`src/include/wtr_pkg.sv`:
```
package wtr_pkg;

  // ----------------------------------------------------------------------
  // register map
  // ----------------------------------------------------------------------
  localparam int              ADDR_W        = 8;
  localparam logic [7:0]      CTRL_OFFSET   = 8'h00;
  localparam logic [7:0]      DATA_OFFSET   = 8'h04;
  localparam logic [7:0]      SHAPE_OFFSET  = 8'h08;

  // ----------------------------------------------------------------------
  // field layout
  // ----------------------------------------------------------------------
  localparam int              DONE_BIT      = 6;
  localparam int              DIR_BIT       = 5;
  localparam int              INDEX_W       = 5;
  localparam int              SAMPLE_W      = 7;
  localparam int              SHAPE_W       = 4;
  localparam int              SHAPE_MSB     = 3;
  localparam int              RAM_DEPTH     = 20;
  localparam logic [4:0]      LAST_ENTRY    = 5'h13;

  // ----------------------------------------------------------------------
  // reset values and responses
  // ----------------------------------------------------------------------
  localparam logic [4:0]      INDEX_RESET   = 5'h00;
  localparam logic [6:0]      SAMPLE_RESET  = 7'h00;
  localparam logic [3:0]      SHAPE_RESET   = 4'h0;
  localparam logic [1:0]      RESP_OKAY     = 2'h0;
  localparam logic [1:0]      RESP_SLVERR   = 2'h2;

endpackage

```
`src/verilog/wtr_template_ram.sv`:
```
`timescale 1ns/1ns
`default_nettype none
module wtr_template_ram
  import wtr_pkg::*;
(
  // clocking
  input  wire logic                clk,
  input  wire logic                sys_rst,
  input  wire logic                clkEn,
  // access
  input  wire logic                wrEn,
  input  wire logic [INDEX_W-1:0]  index,
  input  wire logic [SAMPLE_W-1:0] wrValue,
  output logic      [SAMPLE_W-1:0] rdValue
);

  logic [INDEX_W-1:0]  entrySel;
  logic [SAMPLE_W-1:0] mem_reg  [RAM_DEPTH];
  logic [SAMPLE_W-1:0] mem_next [RAM_DEPTH];

  // --------------------------------------------------------------------
  // index decode
  // --------------------------------------------------------------------
  always_comb begin
    entrySel = (index > LAST_ENTRY) ? LAST_ENTRY : index;
  end

  // --------------------------------------------------------------------
  // entries
  // --------------------------------------------------------------------
  for (genvar i = 0; i < RAM_DEPTH; i++) begin : gEntry
    always_comb begin
      mem_next[i] = (wrEn && entrySel == INDEX_W'(i)) ? wrValue : mem_reg[i];
    end
    always_ff @(posedge clk or posedge sys_rst) begin
      if (sys_rst) begin
        mem_reg[i] <= SAMPLE_RESET;
      end else if (clkEn) begin
        mem_reg[i] <= mem_next[i];
      end
    end
  end

  assign rdValue = mem_reg[entrySel];
endmodule
`default_nettype wire

```
`src/verilog/wtr_waveform_port.sv`:
```
`timescale 1ns/1ns
`default_nettype none
module wtr_waveform_port
  import wtr_pkg::*;
(
  // clocking
  input  wire logic              clk,
  input  wire logic              sys_rst,
  input  wire logic              clkEn,
  // axi4-lite write
  input  wire logic [ADDR_W-1:0] s_axi_awaddr,
  input  wire logic              s_axi_awvalid,
  output logic                   s_axi_awready,
  input  wire logic [31:0]       s_axi_wdata,
  input  wire logic [3:0]        s_axi_wstrb,
  input  wire logic              s_axi_wvalid,
  output logic                   s_axi_wready,
  output logic [1:0]             s_axi_bresp,
  output logic                   s_axi_bvalid,
  input  wire logic              s_axi_bready,
  // axi4-lite read
  input  wire logic [ADDR_W-1:0] s_axi_araddr,
  input  wire logic              s_axi_arvalid,
  output logic                   s_axi_arready,
  output logic [31:0]            s_axi_rdata,
  output logic [1:0]             s_axi_rresp,
  output logic                   s_axi_rvalid,
  input  wire logic              s_axi_rready,
  // transmitter side
  output logic                   templateCommit,
  output logic [SHAPE_W-1:0]     pulseShapeSelect
);

  // --------------------------------------------------------------------
  // state
  // --------------------------------------------------------------------
  logic               awHeld_reg,   awHeld_next;
  logic               wHeld_reg,    wHeld_next;
  logic [ADDR_W-1:0]  awAddr_reg,   awAddr_next;
  logic [31:0]        wData_reg,    wData_next;
  logic               wStrb0_reg,   wStrb0_next;
  logic               awReady_reg,  awReady_next;
  logic               wReady_reg,   wReady_next;
  logic               bValid_reg,   bValid_next;
  logic [1:0]         bResp_reg,    bResp_next;
  logic               arReady_reg,  arReady_next;
  logic               rValid_reg,   rValid_next;
  logic [31:0]        rData_reg,    rData_next;
  logic [1:0]         rResp_reg,    rResp_next;
  logic               done_reg,     done_next;
  logic               dir_reg,      dir_next;
  logic [INDEX_W-1:0] index_reg,    index_next;
  logic [SAMPLE_W-1:0] sample_reg,  sample_next;
  logic [SHAPE_W-1:0] shape_reg,    shape_next;
  logic               wrFire;
  logic               rdFire;
  logic               ramWrEn;
  logic [SAMPLE_W-1:0] ramRdValue;
  logic               templateOn;

  assign templateOn = shape_reg[SHAPE_MSB];

  // --------------------------------------------------------------------
  // template ram
  // --------------------------------------------------------------------
  wtr_template_ram uRam (
    .clk     (clk),
    .sys_rst (sys_rst),
    .clkEn   (clkEn),
    .wrEn    (ramWrEn),
    .index   (index_reg),
    .wrValue (sample_next),
    .rdValue (ramRdValue)
  );

  // --------------------------------------------------------------------
  // write channel and registers
  // --------------------------------------------------------------------
  always_comb begin
    awHeld_next = awHeld_reg;
    wHeld_next  = wHeld_reg;
    awAddr_next = awAddr_reg;
    wData_next  = wData_reg;
    wStrb0_next = wStrb0_reg;
    bValid_next = bValid_reg;
    bResp_next  = bResp_reg;
    done_next   = done_reg;
    dir_next    = dir_reg;
    index_next  = index_reg;
    sample_next = sample_reg;
    shape_next  = shape_reg;
    ramWrEn     = 1'b0;
    wrFire      = awHeld_reg && wHeld_reg && !bValid_reg;
    if (s_axi_awvalid && awReady_reg) begin
      awHeld_next = 1'b1;
      awAddr_next = s_axi_awaddr;
    end
    if (s_axi_wvalid && wReady_reg) begin
      wHeld_next  = 1'b1;
      wData_next  = s_axi_wdata;
      wStrb0_next = s_axi_wstrb[0];
    end
    if (bValid_reg && s_axi_bready) begin
      bValid_next = 1'b0;
    end
    if (wrFire) begin
      awHeld_next = 1'b0;
      wHeld_next  = 1'b0;
      bValid_next = 1'b1;
      bResp_next  = RESP_OKAY;
      if (awAddr_reg == CTRL_OFFSET) begin
        if (wStrb0_reg) begin
          done_next  = wData_reg[DONE_BIT];
          dir_next   = wData_reg[DIR_BIT];
          index_next = wData_reg[INDEX_W-1:0];
        end
      end else if (awAddr_reg == DATA_OFFSET) begin
        if (wStrb0_reg) begin
          sample_next = wData_reg[SAMPLE_W-1:0];
          ramWrEn     = templateOn && !dir_reg;
        end
      end else if (awAddr_reg == SHAPE_OFFSET) begin
        if (wStrb0_reg) begin
          shape_next = wData_reg[SHAPE_W-1:0];
        end
      end else begin
        bResp_next = RESP_SLVERR;
      end
    end
    awReady_next = !awHeld_next;
    wReady_next  = !wHeld_next;
  end

  // --------------------------------------------------------------------
  // read channel
  // --------------------------------------------------------------------
  always_comb begin
    rValid_next = rValid_reg;
    rData_next  = rData_reg;
    rResp_next  = rResp_reg;
    rdFire      = s_axi_arvalid && arReady_reg;
    if (rValid_reg && s_axi_rready) begin
      rValid_next = 1'b0;
    end
    if (rdFire) begin
      rValid_next = 1'b1;
      rResp_next  = RESP_OKAY;
      rData_next  = '0;
      if (s_axi_araddr == CTRL_OFFSET) begin
        rData_next[DONE_BIT]      = done_reg;
        rData_next[DIR_BIT]       = dir_reg;
        rData_next[INDEX_W-1:0]   = index_reg;
      end else if (s_axi_araddr == DATA_OFFSET) begin
        if (templateOn && dir_reg) begin
          rData_next[SAMPLE_W-1:0] = ramRdValue;
        end else begin
          rData_next[SAMPLE_W-1:0] = sample_reg;
        end
      end else if (s_axi_araddr == SHAPE_OFFSET) begin
        rData_next[SHAPE_W-1:0] = shape_reg;
      end else begin
        rResp_next = RESP_SLVERR;
      end
    end
    arReady_next = !rValid_next;
  end

  // --------------------------------------------------------------------
  // registers
  // --------------------------------------------------------------------
  always_ff @(posedge clk or posedge sys_rst) begin
    if (sys_rst) begin
      awHeld_reg  <= 1'b0;
      wHeld_reg   <= 1'b0;
      awAddr_reg  <= '0;
      wData_reg   <= '0;
      wStrb0_reg  <= 1'b0;
      awReady_reg <= 1'b0;
      wReady_reg  <= 1'b0;
      bValid_reg  <= 1'b0;
      bResp_reg   <= RESP_OKAY;
      arReady_reg <= 1'b0;
      rValid_reg  <= 1'b0;
      rData_reg   <= '0;
      rResp_reg   <= RESP_OKAY;
      done_reg    <= 1'b0;
      dir_reg     <= 1'b0;
      index_reg   <= INDEX_RESET;
      sample_reg  <= SAMPLE_RESET;
      shape_reg   <= SHAPE_RESET;
    end else if (clkEn) begin
      awHeld_reg  <= awHeld_next;
      wHeld_reg   <= wHeld_next;
      awAddr_reg  <= awAddr_next;
      wData_reg   <= wData_next;
      wStrb0_reg  <= wStrb0_next;
      awReady_reg <= awReady_next;
      wReady_reg  <= wReady_next;
      bValid_reg  <= bValid_next;
      bResp_reg   <= bResp_next;
      arReady_reg <= arReady_next;
      rValid_reg  <= rValid_next;
      rData_reg   <= rData_next;
      rResp_reg   <= rResp_next;
      done_reg    <= done_next;
      dir_reg     <= dir_next;
      index_reg   <= index_next;
      sample_reg  <= sample_next;
      shape_reg   <= shape_next;
    end
  end

  assign s_axi_awready    = awReady_reg;
  assign s_axi_wready     = wReady_reg;
  assign s_axi_bvalid     = bValid_reg;
  assign s_axi_bresp      = bResp_reg;
  assign s_axi_arready    = arReady_reg;
  assign s_axi_rvalid     = rValid_reg;
  assign s_axi_rdata      = rData_reg;
  assign s_axi_rresp      = rResp_reg;
  assign templateCommit   = done_reg;
  assign pulseShapeSelect = shape_reg;
endmodule
`default_nettype wire

```
`config.mk`:
```
export PLATFORM = sky130hd
export DESIGN_NAME = wtr_waveform_port
export DESIGN_NICKNAME = d
export VERILOG_FILES = /design/src/include/wtr_pkg.sv /design/src/verilog/wtr_template_ram.sv /design/src/verilog/wtr_waveform_port.sv
export SDC_FILE = /design/constraint.sdc
export NUM_CORES = 1
export LEC_CHECK = 0
export BUFFER_PORTS_ARGS = -buffer_cell sky130_fd_sc_hd__buf_2
export CAP_MARGIN = 25
export CELL_PAD_IN_SITES_DETAIL_PLACEMENT = 0
export CELL_PAD_IN_SITES_GLOBAL_PLACEMENT = 1
export CORE_ASPECT_RATIO = 2
export CORE_MARGIN = 10
export CORE_UTILIZATION = 48
export DETAILED_ROUTE_END_ITERATION = 8
export PLACE_DENSITY = 0.76
export SLEW_MARGIN = 20
export SYNTH_ARGS = -nofsm -noshare
export SYNTH_HDL_FRONTEND = slang
export SYNTH_SLANG_ARGS = --single-unit
```
`constraint.sdc`:
```
create_clock -name clk -period 8.1 [get_ports clk]
set_clock_uncertainty 0.1 [all_clocks]
set_input_delay 0.81 -clock clk [delete_from_list [all_inputs] [get_ports clk]]
set_output_delay 0.81 -clock clk [all_outputs]
set_load 0.05 [all_outputs]
```
* Word level (Yosys, flattened, before mapping)
Cells that the tools add are included.
** Word-level totals
- Flip-flop bits (word level) :: 192
- Latch bits :: 0
- Memory bits (writable) :: 0
- Bits in read-only memories :: 0
- Input port bits :: 60
- Output and inout bits :: 46
- Word-level logic and storage cells :: 162
- Memories kept :: 0
** Operators by class
- Add/subtract/negate cells :: 0
- Multipliers :: 0
- Divide/modulo/power cells :: 0
- Order comparisons :: 2
- Equality and inequality tests :: 23
- Shift-type cells :: 0
- Multiplexer cells :: 31
- Bitwise logic cells :: 3
- Reduce and logical (&&, ||, !) cells :: 65
** Operators by type and width (count)
- 7-bit two-way mux :: 8
- 2-bit AND reduction :: 25
- 5-bit by 4-bit == test with 1-bit output (second input constant) :: 8
- 7-bit binary-select mux with 5-bit select :: 1
- 1-bit logical AND :: 29
- 5-bit by 3-bit == test with 1-bit output (second input constant) :: 4
- 5-bit == test (second input constant) :: 4
- 8-bit by 3-bit == test with 1-bit output (second input constant) :: 2
- 8-bit by 4-bit == test with 1-bit output (second input constant) :: 2
- 8-bit logical NOT :: 2
- 1-bit two-way mux :: 12
- 2-bit two-way mux :: 6
- 5-bit by 2-bit == test with 1-bit output (second input constant) :: 2
- 4-bit two-way mux :: 2
- 6-bit greater-or-equal comparator (second input constant) :: 1
- 5-bit inverter with 6-bit output :: 1
- 6-bit AND reduction :: 1
- 5-bit by 1-bit == test with 1-bit output (second input constant) :: 1
- 5-bit greater-than comparator (second input constant) :: 1
- 1-bit logical NOT :: 5
- 5-bit logical NOT :: 1
- 5-bit two-way mux :: 1
- 4-bit AND reduction :: 1
- 3-bit two-way mux :: 1
- other kinds (2) :: 3

* Logic depth before layout (Yosys ltp)
- Word-level depth :: 9
- Depth in mapped cells :: 8
- Depth with buffers taken out :: 5

* Cells and area by module
From an unflattened synthesis, not the netlist that was laid out.
** Unflattened totals
- Cells, all modules :: 741
- Area total of the unflattened synthesis :: 9218.8 sq um
** Modules (own cells, without submodules)
- wtr_template_ram :: instances 1, cells each 524, area each 6681.4 sq um
- wtr_waveform_port :: instances 1, cells each 217, area each 2537.4 sq um

* Least setup slack after synthesis
OpenSTA, ideal clock, no wires.
- Path type :: input to register
- Start point :: in clkEn
- End point :: reg uRam.mem_reg[28] (netlist name)
- Setup time :: 0.125 ns
- Arrival time :: 2.179 ns
- Data required time :: 7.875 ns
- Setup slack :: 5.696 ns
- Stages on the path :: 5
- Cells stage by stage :: nand2_1 -> nor3_1 -> nand3_1 -> nor3_4 -> mux2_2
** On the way
- Cells in the longest elaborated chain, start to end :: 1
** RTL lines
- from (decl) :: line wtr_waveform_port.sv:9 : input wire logic clkEn,
- 2-bit AND reduction (no source line)
- to (signal, indexed assignment) :: line wtr_template_ram.sv:39 : mem_reg[i] <= mem_next[i];
- to (decl) :: line wtr_template_ram.sv:18 : logic [SAMPLE_W-1:0] mem_reg [RAM_DEPTH];
No other way between the ends.
A chain may end at the register's enable or synchronous reset.

* Worst setup path after layout
- Start point :: reg index_reg[0]
- End point :: reg uRam.mem_reg[139] (netlist name)
** On the way
- Cells in the longest elaborated chain, start to end :: 5
** RTL lines
- from (decl) :: line wtr_waveform_port.sv:52 : logic [INDEX_W-1:0] index_reg, index_next;
- from (signal assigned) :: line wtr_waveform_port.sv:207 : index_reg <= index_next;
- 5-bit greater-than comparator :: line wtr_template_ram.sv:25 : entrySel = (index > LAST_ENTRY) ? LAST_ENTRY : index;
- 5-bit two-way mux * :: line wtr_template_ram.sv:25
- 5-bit logical NOT * :: line wtr_template_ram.sv:33 : mem_next[i] = (wrEn && entrySel == INDEX_W'(i)) ? wrValue : mem_reg[i];
- 1-bit logical AND * :: line wtr_template_ram.sv:33
- 2-bit AND reduction (no source line) *
Mark *: on every way between the ends. The rest lies on a longest branch, timed or not.

==> Implementation_results.wiki <==
{| class="wikitable"
! Metric !! Value
|-
| Dominant synthesized flop cell || dfrtp_1
|-
| Data arrival, critical path || 3400 ps
|-
| Initial antenna violation count || 0
|-
| Worst R2R Setup Slack || slightly below 5000 ps
|-
| Quantity of I/O buffers inserted on ports || 50
|-
| Post-Synth Simple-Gate Area || 12.4%
|-
| Crit share post-route || 39.3%
|-
| Final critical-path setup slack || 4920 ps
|-
| Post-CTS Setup Inserts || 0
|-
| Combined area of the multi-input logic cells || 4500 um^2
|-
| Die Span Y || 220 um
|-
| Worst rel slew slack || 25.9%
|-
| Unrepaired setup endpoints after global routing || false
|-
| Mux share of post-synthesis cell area || 24.0%
|-
| Count of unique library cells instantiated by Yosys || 63
|-
| Fraction of the yosys area taken by sequential cells || 49.6%
|-
| Outcome || finished clean
|-
| Cells on worst reg2reg path || 5
|-
| Min-delay worst type || primary input to async pin
|-
| Flip-flop count of the largest register, all copies and words added || 140
|-
| # DRC || 0
|-
| Area taken by flip-flops and latches || 4750 um^2
|-
| Weighted congestion at the end of routability-driven global placement || 0.872
|-
| Total of cells resized after clock tree synthesis || 0
|-
| Maximum number of pins on one net before global-route repair || 107
|-
| Kind of end point of the critical path || flip-flop
|-
| Number of max-slew violations in the final report || 0
|-
| Count of endpoints failing hold in the final timing report || 0
|-
| Crit start category || flip-flop
|-
| Via count of the first global-routing pass || ~7200
|-
| Type of the setup path with the least slack || flip-flop to flip-flop
|-
| # hold bufs at CTS || 0
|-
| GRT Resource Usage Total || 20.7%
|-
| CTS Sinks || between 150 and 200
|-
| Total Wirelength || 27000 um
|-
| Synth warn || 0
|-
| DPL Wire Length || 19000 um
|-
| Routed len/inst || 24.8 um
|-
| Clock latency reported for the late side of the worst-skew pair || about 450 ps
|-
| GR Overflow Total || 0
|-
| Area of the mapped netlist || about 9600 um^2
|-
| Worst reg2reg path startpoint || index_reg[0]
|-
| Number of enable-type register cells in the synthesized netlist || 0
|-
| Fraction of synthesized cell area in xor and xnor cells || 0%
|-
| Horizontal die dimension || 120 um
|-
| Post-Syn Area per Cell || 12.2 um^2
|-
| Adder-cell share of the synthesized area || 0%
|-
| Starting utilization of the core area || roughly half
|-
| Combinational family with the most area after synthesis || multiplexers
|-
| Share of cells above drive strength 1 || between 30% and 40%
|-
| Via count of the routed design || 6695
|-
| Core Footprint || between 15000 and 20000 um^2
|-
| Proportion of synthesized flip-flops having asynchronous set or reset || 100%
|-
| Minimum clock period || 3180 ps
|-
| Nets@finish || around 880
|-
| Post-detailed-route via-to-cell ratio || between 6 and 7
|-
| Fmax || 314 MHz
|-
| Power density normalized to cell area || 238 nW/um^2
|-
| Number of detailed-routing iterations run before antenna repair || 5
|-
| Antenna-violating nets left || 0
|-
| Top-level I/O count || 106
|-
| Global-route wire length before repair || roughly 42000 um
|-
| Longest Clk Path Bufs || 2
|-
| Maximum fanout count along the critical path || 37
|-
| Level count of the clock H-tree || 4
|-
| Worst-Margin Slew || 1110 ps
|-
| Reported leakage power || roughly 5 nW
|-
| Maximum ir drop on the vdd rail || 0.201 mV
|-
| Diodes inserted || 0
|-
| Final setup violating endpoints || 0
|-
| 1st-iter DRT viols || about 420
|-
| Number of buffers created by CTS || 17
|-
| Cells after synthesis || 786
|-
| Number of filler instances in the final layout || 1727
|-
| Root buffer selected by CTS || clkbuf_16
|-
| Worst slack, placed || between 4000 and 5000 ps
|-
| Number of synthesized register bits || 190
|-
| Final TNS setup || 0 ps
|-
| Critical path required time || 8320 ps
|-
| Number of cell rows || 73
|-
| Die Area || 26400 um^2
|-
| Synthesized-area fraction occupied by ao, oa, aoi and oai cells || under 10%
|-
| Synth-to-layout area growth || 10.3%
|-
| Crit Reg-Reg Endpoint || uRam.mem_reg[139]
|-
| Max Cap Violations || 0
|-
| Clock transition at the registers of the reported paths || around 70 ps
|-
| TritonCTS clock tree || built
|}
## area by class of cell
cell class / instances / share of cell area (%)
clock buffer: 20 / 4.22
clock inverter: 12 / 1.50
inverter: 8 / 0.355
multi-input combinational: 537 / 42.5
sequential: 190 / 44.9
tap: 262 / 3.10
timing repair buffer: 62 / 3.41
## power breakdown
group / switching, mW / internal, mW / total, mW
clock: 0.376 / 0.497 / 0.873
combinational: 0.379 / 0.150 / 0.529
sequential: 0.0885 / 1.03 / 1.12
total: 0.844 / 1.67 / 2.52
## synthesized netlist by cell type (4+ instances only)
cell type / n / area [um^2]
nand3_1: 43 / 215
buf_2: 8 / 40.0
a21oi_1: 20 / 100
nand2_1: 39 / 146
nor3_4: 20 / 325
and2_1: 8 / 50.1
buf_1: 9 / 33.8
clkbuf_1: 30 / 113
o221ai_1: 4 / 35.0
nor2b_1: 9 / 56.3
dfrtp_1: 190 / 4750
a31oi_1: 13 / 81.3
nor2_1: 20 / 75.1
o2111ai_1: 4 / 35.0
a22oi_1: 6 / 45.0
nor3_1: 9 / 45.0
o22ai_1: 6 / 37.5
buf_4: 27 / 203
a311oi_1: 5 / 43.8
mux2i_1: 10 / 100
nand2b_1: 7 / 43.8
a221oi_1: 5 / 43.8
o21a_1: 4 / 30.0
o21ai_0: 22 / 110
nor4_1: 7 / 43.8
mux2_4: 7 / 105
mux2_2: 176 / 1980
mux4_2: 5 / 113
o2bb2ai_1: 4 / 35.0
a211oi_1: 4 / 30.0
or3_1: 4 / 25.0
inv_1: 7 / 26.3
## worst max-delay path, stage by stage (launching register included)
cell     delay (ps)
dfrtp_1         370
buf_4           280
nor2_2          920
nand2_2         450
nor3_4          530
mux2_2          400
## worst max path at each step
stage	slack, ps	endpoint	startpoint
floorplan	2020	awAddr_reg[0]	sys_rst
global placement	4650	uRam.mem_reg[28]	clkEn
detailed placement	4600	uRam.mem_reg[28]	clkEn
CTS	4950	uRam.mem_reg[28]	index_reg[2]
global route	4840	uRam.mem_reg[28]	index_reg[2]
finish	4920	uRam.mem_reg[139]	index_reg[0]
## cells in the final DEF (no fill, tap or decap), types with 4 or more instances in the layout
cell type / Yosys / routed
mux2_2: 176 / 176
o2111ai_1: 4 / 4
nor3_1: 9 / 9
mux4_2: 5 / 5
nor3_4: 20 / 20
or3_1: 4 / 4
buf_4: 27 / 9
mux2i_1: 10 / 10
nor2_1: 20 / 19
nand3_1: 43 / 43
inv_1: 7 / 6
dfrtp_1: 190 / 190
and2_1: 8 / 8
o22ai_1: 6 / 6
a311oi_1: 5 / 5
conb_1: 1 / 27
o221ai_1: 4 / 4
nor2b_1: 9 / 9
a221oi_1: 5 / 5
nand2b_1: 7 / 7
clkbuf_16: 0 / 17
o21a_1: 4 / 4
a211oi_1: 4 / 4
a31oi_1: 13 / 13
nand2_1: 39 / 39
o21ai_0: 22 / 22
a22oi_1: 6 / 6
a21oi_1: 20 / 20
o2bb2ai_1: 4 / 4
nor4_1: 7 / 6
mux2_4: 7 / 7
buf_2: 8 / 50
## cells by family (layout without fill, tap and decap cells)
family          count (synthesis)  count (layout)
flops                         190             190
simple gates                  187             187
other cells                     1              27
compound gates                125             125
buf+inv                        85             102
mux                           198             198
## stage by stage
step | cells | utilization (%) | hold WS (ps) | area [um^2] | power [mW]
6_report | 1091 | 53.4 | 383 | 10600 | 2.52
5_1_grt | 1091 | 53.4 | 412 | 10600 | 2.60
4_1_cts | 1091 | 53.4 | 404 | 10600 | 2.52
3_5_place_dp | 1059 | 50.3 | 388 | 9970 | 1.66
3_3_place_gp | 1057 | 50.2 | 371 | 9940 | 1.64
2_1_floorplan | 812 | - | 366 | 9690 | 1.48
## per-layer routing
metal  up-vias  part of all wire (%)  GRT usage [%]
met1      3426                    36           21.5
met3        85                   4.4           4.15
met2       258                    52           36.3
li1       2926                     -              -
met4         0                   7.2           15.1
met5         -                     0              0
No activity file was read; power rests on OpenSTA's default activity.
